## config.mk

```make
export PLATFORM = sky130hd
export DESIGN_NAME = rcic_ctrl
export DESIGN_NICKNAME = d
export VERILOG_FILES = /design/src/rcic_fall_det.v /design/src/rcic_pchg_det.v /design/src/rcic_ctrl.v
export VERILOG_INCLUDE_DIRS = /design/src
export SDC_FILE = /design/constraint.sdc
export NUM_CORES = 1
export LEC_CHECK = 0
export ABC_AREA = 1
export BUFFER_PORTS_ARGS = -buffer_cell sky130_fd_sc_hd__buf_2
export CAP_MARGIN = 10
export CORE_MARGIN = 2
export CORE_UTILIZATION = 43
export CTS_CLUSTER_SIZE = 12
export DETAILED_ROUTE_END_ITERATION = 6
export PLACE_DENSITY = 0.93
export SLEW_MARGIN = 5
export SYNTH_ARGS = -nofsm -noshare
export SYNTH_HDL_FRONTEND = slang
export SYNTH_SLANG_ARGS = --single-unit
```

## constraint.sdc

```tcl
create_clock -name pclk -period 1.4 [get_ports pclk]
set_input_delay 0.07 -clock pclk [delete_from_list [all_inputs] [get_ports pclk]]
set_output_delay 0.07 -clock pclk [all_outputs]
set_load 0.02 [all_outputs]
```

## src/rcic_defs.vh

```
`ifndef RCIC_DEFS_VH
`define RCIC_DEFS_VH
// apb register byte offsets
`define RCIC_OFF_STAT     12'h000
`define RCIC_OFF_FLAG     12'h004
`define RCIC_OFF_MASK     12'h008
`define RCIC_OFF_CTRL     12'h00c
`define RCIC_OFF_VEC      12'h010
`define RCIC_OFF_P6REF    12'h014
// status field positions
`define RCIC_ST_PINWAKE   2
`define RCIC_ST_WDOG      1
`define RCIC_ST_DOZE      0
// flag and mask positions
`define RCIC_IRQ_TIMER    0
`define RCIC_IRQ_PCHG     1
`define RCIC_IRQ_EXT      2
`define RCIC_NSRC         3
// ctrl field positions
`define RCIC_CT_GIE       0
`define RCIC_CT_EXTPIN    1
`define RCIC_CT_P6ARM     2
// reset values
`define RCIC_FLAG_RST     3'h0
`define RCIC_MASK_RST     3'h0
`define RCIC_STAT_POR     3'h3
// vectors
`define RCIC_VEC_HW       12'h008
`define RCIC_VEC_SW       12'h001
`endif

```

## src/rcic_fall_det.v

```verilog
`timescale 1ns/1ps
`include "rcic_defs.vh"
// falling-edge detector, one per input bit
module rcic_fall_det #(
   parameter W = 1
) (
   // clock and reset
   input  wire         pclk,
   input  wire         presetn,
   // data
   input  wire [W-1:0] din,
   output wire [W-1:0] fall
);
   reg [W-1:0] prev_r;
   genvar i;
   generate
      for (i = 0; i < W; i = i + 1) begin : g_bit
         always @(posedge pclk or negedge presetn) begin
            if (!presetn)
               prev_r[i] <= 1'b1;
            else
               prev_r[i] <= din[i];
         end
         assign fall[i] = prev_r[i] & ~din[i];
      end
   endgenerate
endmodule // rcic_fall_det

```

## src/rcic_pchg_det.v

```verilog
`timescale 1ns/1ps
`include "rcic_defs.vh"
// port-6 change detector against a software-latched reference
module rcic_pchg_det #(
   parameter W = 8
) (
   // clock and reset
   input  wire         pclk,
   input  wire         presetn,
   // port
   input  wire [W-1:0] port_in,
   input  wire [W-1:0] port_is_in,
   input  wire         bit0_is_ext,
   input  wire         ref_load,
   // result
   output wire         change,
   output wire [W-1:0] ref_val
);
   reg  [W-1:0] ref_r;
   wire [W-1:0] watch;
   always @(posedge pclk or negedge presetn) begin
      if (!presetn)
         ref_r <= {W{1'b1}};
      else if (ref_load)
         ref_r <= port_in;
   end
   // outputs and the ext pin never count
   assign watch   = port_is_in & {{(W-1){1'b1}}, ~bit0_is_ext};
   assign change  = |((ref_r ^ port_in) & watch);
   assign ref_val = ref_r;
endmodule // rcic_pchg_det

```

## src/rcic_ctrl.v

```verilog
`timescale 1ns/1ps
`include "rcic_defs.vh"
module rcic_ctrl #(
   parameter P6W = 8
) (
   // clock and power-on reset
   input  wire                  pclk,
   input  wire                  presetn,
   // apb slave
   input  wire                  psel,
   input  wire                  penable,
   input  wire                  pwrite,
   input  wire [11:0]           paddr,
   input  wire [31:0]           pwdata,
   output wire                  pready,
   output reg  [31:0]           prdata,
   output wire                  pslverr,
   // reset and wake causes
   input  wire                  ext_reset_pulse,
   input  wire                  wdog_expire,
   input  wire                  wdog_clear_op,
   input  wire                  sleep_op,
   // core instruction events
   input  wire                  global_irq_on_op,
   input  wire                  global_irq_off_op,
   input  wire                  return_from_isr_op,
   input  wire                  soft_irq_op,
   input  wire                  vector_taken,
   // interrupt sources
   input  wire                  timer_overflow,
   input  wire                  port6_bit0_pin,
   input  wire [P6W-1:0]        port6_in,
   input  wire [P6W-1:0]        port6_is_input,
   // to the core
   output reg                   core_reset,
   output reg                   asleep,
   output wire                  wake,
   output wire [2:0]            irq_req,
   output wire                  irq_take,
   output reg  [11:0]           vector_addr,
   output reg                   vector_valid
);
   reg  [2:0]           stat_r;
   reg  [2:0]           stat_nxt;
   reg  [2:0]           irq_flag_reg;
   reg  [2:0]           irq_mask_reg;
   reg                  gie_r;
   reg                  ext_sel_r;
   reg                  p6_arm_r;
   reg                  sw_pend_r;
   wire                 wr;
   wire                 rd;
   wire [1:0]           fall2;
   wire                 port_change_flag_evt;
   wire                 pchg_raw;
   wire [P6W-1:0]       p6_ref;
   wire                 ref_load;
   wire [2:0]           evt;

   assign pready  = 1'b1;
   assign pslverr = 1'b0;
   assign wr      = psel & penable & pwrite;
   assign rd      = psel & penable & ~pwrite;

   // reading the port latches the change reference
   assign ref_load = rd & (paddr == `RCIC_OFF_P6REF);

   rcic_fall_det #(.W(2)) u_fall (
      .pclk    (pclk),
      .presetn (presetn),
      .din     ({port6_bit0_pin, timer_overflow}),
      .fall    (fall2)
   );

   rcic_pchg_det #(.W(P6W)) u_pchg (
      .pclk        (pclk),
      .presetn     (presetn),
      .port_in     (port6_in),
      .port_is_in  (port6_is_input),
      .bit0_is_ext (ext_sel_r),
      .ref_load    (ref_load),
      .change      (pchg_raw),
      .ref_val     (p6_ref)
   );

   // port change only raises its flag while enabled
   assign port_change_flag_evt = pchg_raw & irq_mask_reg[`RCIC_IRQ_PCHG];
   assign evt[`RCIC_IRQ_TIMER] = fall2[0];
   assign evt[`RCIC_IRQ_PCHG]  = port_change_flag_evt;
   assign evt[`RCIC_IRQ_EXT]   = fall2[1] & ext_sel_r;

   assign irq_req  = irq_flag_reg & irq_mask_reg;
   // wake from sleep on a port change whose mask bit is set
   assign wake     = asleep & (pchg_raw & irq_mask_reg[`RCIC_IRQ_PCHG]);
   assign irq_take = gie_r & (|irq_req) & ~asleep;

   // cause flags
   always @* begin
      stat_nxt = stat_r;
      if (wdog_expire) begin
         if (asleep)
            stat_nxt = 3'b000;
         else
            stat_nxt = {1'b0, 1'b0, stat_r[`RCIC_ST_DOZE]};
      end else if (ext_reset_pulse) begin
         if (asleep)
            stat_nxt = 3'b010;
         else
            stat_nxt = {1'b0, stat_r[1:0]};
      end else if (wake) begin
         stat_nxt = 3'b110;
      end else if (wdog_clear_op) begin
         stat_nxt = {stat_r[`RCIC_ST_PINWAKE], 2'b11};
      end else if (sleep_op) begin
         stat_nxt = {stat_r[`RCIC_ST_PINWAKE], 2'b10};
      end
   end

   always @(posedge pclk or negedge presetn) begin
      if (!presetn) begin
         stat_r     <= `RCIC_STAT_POR;
         core_reset <= 1'b1;
         asleep     <= 1'b0;
      end else begin
         stat_r     <= stat_nxt;
         core_reset <= wdog_expire | ext_reset_pulse;
         if (wdog_expire | ext_reset_pulse | wake)
            asleep <= 1'b0;
         else if (sleep_op)
            asleep <= 1'b1;
      end
   end

   // flags, mask, enables; hardware set beats software clear
   always @(posedge pclk or negedge presetn) begin
      if (!presetn) begin
         irq_flag_reg <= `RCIC_FLAG_RST;
         irq_mask_reg <= `RCIC_MASK_RST;
         gie_r        <= 1'b0;
         ext_sel_r    <= 1'b0;
         p6_arm_r     <= 1'b0;
      end else if (wdog_expire | ext_reset_pulse) begin
         irq_flag_reg <= `RCIC_FLAG_RST;
         irq_mask_reg <= `RCIC_MASK_RST;
         gie_r        <= 1'b0;
      end else begin
         if (wr && paddr == `RCIC_OFF_FLAG)
            irq_flag_reg <= (irq_flag_reg & pwdata[2:0]) | evt;
         else
            irq_flag_reg <= irq_flag_reg | evt;
         if (wr && paddr == `RCIC_OFF_MASK)
            irq_mask_reg <= pwdata[2:0];
         if (wr && paddr == `RCIC_OFF_CTRL) begin
            ext_sel_r <= pwdata[`RCIC_CT_EXTPIN];
            p6_arm_r  <= pwdata[`RCIC_CT_P6ARM];
         end
         if (vector_taken)
            gie_r <= 1'b0;
         else if (global_irq_on_op | return_from_isr_op)
            gie_r <= 1'b1;
         else if (global_irq_off_op)
            gie_r <= 1'b0;
      end
   end

   // vector selection; software request has its own address
   always @(posedge pclk or negedge presetn) begin
      if (!presetn) begin
         sw_pend_r    <= 1'b0;
         vector_addr  <= 12'h000;
         vector_valid <= 1'b0;
      end else begin
         vector_valid <= 1'b0;
         if (vector_taken)
            sw_pend_r <= 1'b0;
         else if (soft_irq_op)
            sw_pend_r <= 1'b1;
         if (soft_irq_op | sw_pend_r) begin
            vector_addr  <= `RCIC_VEC_SW;
            vector_valid <= ~vector_taken;
         end else if (irq_take | (wake & gie_r & irq_mask_reg[`RCIC_IRQ_PCHG])) begin
            vector_addr  <= `RCIC_VEC_HW;
            vector_valid <= ~vector_taken;
         end
      end
   end

   // read mux; unmapped reads zero
   always @* begin
      prdata = 32'h0000_0000;
      case (paddr)
         `RCIC_OFF_STAT:  prdata = {29'h0, stat_r};
         `RCIC_OFF_FLAG:  prdata = {29'h0, irq_flag_reg};
         `RCIC_OFF_MASK:  prdata = {29'h0, irq_mask_reg};
         `RCIC_OFF_CTRL:  prdata = {29'h0, p6_arm_r, ext_sel_r, gie_r};
         `RCIC_OFF_VEC:   prdata = {20'h0, vector_addr};
         `RCIC_OFF_P6REF: prdata = {{(32-P6W){1'b0}}, port6_in};
         default:         prdata = 32'h0000_0000;
      endcase
   end
endmodule // rcic_ctrl

```

==> flow_summary.json <==
{
  "grt_pass1_wl_um": 7780,
  "cts_tree": "built",
  "min_period_ps": 1560,
  "tns_ps": -625,
  "numClockSinks": 28,
  "fillers": 386,
  "synth_top_area_cell": "dfrtp_1",
  "ant_nets": 0,
  "start_kind": "flip-flop",
  "status": "complete, but fails checks",
  "hold_ws_ps": 21.0,
  "tightest_slew_ps": 634,
  "yosys-top-cells-count": "73 x nand2_1, 47 x inv_1, 36 x buf_4",
  "endpoint_kind": "output pin",
  "overflow": 0,
  "slew-limit-headroom": 0.577,
  "io_buffers": 64,
  "start_util": 0.451,
  "grt_pass1_vias": 1888,
  "clock_skew_ps": 4.78,
  "largest_reg_flops": 8,
  "area_growth_pct": 25.5,
  "vias": 1944,
  "max-cap-violations": 0,
  "dr.first_iter.drc_count": 78,
  "synth_area_leaders": "dfrtp_1 19%, dfstp_2 17%, nand2_1 14%, buf_4 14%, inv_1 8.9%",
  "ys_seq_elements": 28,
  "dp.final_hpwl_um": 3720,
  "die_area_mm2": 0.00519,
  "cts.reportedPaths.clkPinSlew_ps": 100,
  "nNetsFinal": 431,
  "slowest_delay_ps": 550,
  "power.leakage_nw": 1.41,
  "cp_max_fo": 3,
  "viasPerCell": 4.79,
  "row_count": 24,
  "cts_max_path_buffers": 2,
  "period_share": 1.12,
  "rsz0062_at_grt": "yes",
  "core_mm2": 0.00441,
  "fmax_mhz": 640,
  "ys_warn_count": 0,
  "drc": 0,
  "crit_arrival_ps": 1490,
  "place_ws_ps": -62.0,
  "synth_cell_types": 29,
  "path_cells": "nand2_1 > nand3_2 > nand2_2 > nor2_2 > nand2_2 > nand3_2 > inv_2 > buf_6",
  "hold_viol": 0,
  "wire_per_inst_um": 12.3,
  "ir_drop_mv": 0.441,
  "fin_ws_ps": -163,
  "hp-class": "in -> reg",
  "cp_slowest_cell": "dfstp_2",
  "grtUsageTotal": 0.187,
  "slew_violations": 0,
  "violations": "negative setup slack",
  "pin_count": 130,
  "ys.flop_type": "dfrtp_1",
  "synth.most_common_cell": "nand2_1",
  "antenna_found_initial": 0,
  "gp_congestion": 0.871,
  "grt_max_degree": 29,
  "synth_top_area_frac": 0.189,
  "drive_gt1_frac": 0.393,
  "ctsHtreeMaxLevel": 1,
  "insertion_delay_ps": 280,
  "synth.avg_cell_area_um2": 7.21,
  "mappedNetlistArea_mm2": 0.00199,
  "power_density_mw_per_mm2": 689,
  "ys_async_sr_fraction": 1.00,
  "fin_util": 0.566,
  "synth_edf_count": 0,
  "wl_um": 5010,
  "synthCells": 276,
  "critical_path_class": "reg -> out",
  "antennaDiodeCount": 0,
  "finalSetupViolations": 7,
  "die_w_um": 72.0,
  "cts_buffers": 3,
  "cts-root-buf": "clkbuf_8",
  "first_pass_iters": 4,
  "die_y_um": 72.0,
  "ys_seq_area_frac": 0.360,
  "required_ps": 1330
}
-- worst max-delay path: cells and delay by family, from the launching register on --
family        cells  cell delay, ps
simple gates      6             490
flops             1             550
buf+inv           2             170
-- metal layers --
layer,up-vias,wire length (um),part of all wire,GRT usage
met1,901,1950,0.39,0.212
met2,91,2580,0.51,0.341
met5,-,0,0,0
li1,935,-,-,-
met3,17,354,0.071,0.0306
met4,0,126,0.025,0.0901
-- power by group --
group,internal [mW],switching [mW],total [mW]
logic,0.106,0.242,0.348
registers,0.842,0.0166,0.859
clock network,0.252,0.261,0.513
total,1.20,0.519,1.72
-- final timing paths --
check,depth (start not counted),slack [ps],to,start
worst max-delay path,8,-160,wake,u_pchg.ref_val[5]
worst min-delay path,3,20,irq_mask_reg[0],pwdata[0]
worst max register to register,10,-110,vector_addr[3],u_pchg.ref_val[5]
worst min register to register,2,490,u_pchg.ref_val[0],u_pchg.ref_val[0]
max in group asynchronous,2,630,irq_mask_reg[1],presetn
min in group asynchronous,2,330,irq_flag_reg[0],presetn
-- area by class of cell --
| type | instances | area [um^2] | area share |
|---|---|---|---|
| multi-input combinational | 195 | 1030 | 0.413 |
| sequential | 28 | 718 | 0.288 |
| timing repair buffer | 77 | 439 | 0.176 |
| inverter | 50 | 189 | 0.0757 |
| tap | 52 | 65.1 | 0.0261 |
| clock buffer | 4 | 55.1 | 0.0220 |
-- timing repair --
action	in CTS	in global routing
gates cloned	0	0
setup buffers	3	2
pin swaps	5	7
hold buffers	4	0
endpoints found under the hold margin	19	0
gates resized for setup	7	28
setup endpoints to repair	7	13
-- cell usage in the layout (no fill, tap or decap), types with 2 or more instances in the layout --
master,count
nand3_2,6
nor2_2,6
dfrtp_1,14
o21ai_2,8
inv_2,5
nand4_1,7
nand2_2,11
buf_4,11
conb_1,36
nor2_4,3
nand2_1,63
dlygate4sd3_1,4
nor3_4,2
clkbuf_8,4
nor2_1,13
dfstp_2,13
nor3_1,3
inv_1,44
nand3_1,19
buf_2,61
o21ai_0,7
-- through the flow --
| stage | instances | total power, mW | instance area [um^2] |
|---|---|---|---|
| global route | 406 | 1.79 | 2500 |
| CTS | 404 | 1.70 | 2390 |
| floorplan | 310 | 1.13 | 2120 |
| detailed placement | 393 | 1.18 | 2250 |
| global placement | 393 | 1.17 | 2250 |
| finish | 406 | 1.72 | 2500 |
-- cell families (layout without fill, tap and decap cells) --
| group | count (synthesis) | count (layout) | synth area share |
|---|---|---|---|
| other | 2 | 36 | 0.00377 |
| buffers and inverters | 87 | 131 | 0.236 |
| flip-flops | 28 | 28 | 0.360 |
| AND/OR/NAND/NOR | 139 | 139 | 0.329 |
| AO/OA/AOI/OAI | 20 | 20 | 0.0704 |
Note: power is estimated with default switching activity, not from simulation.
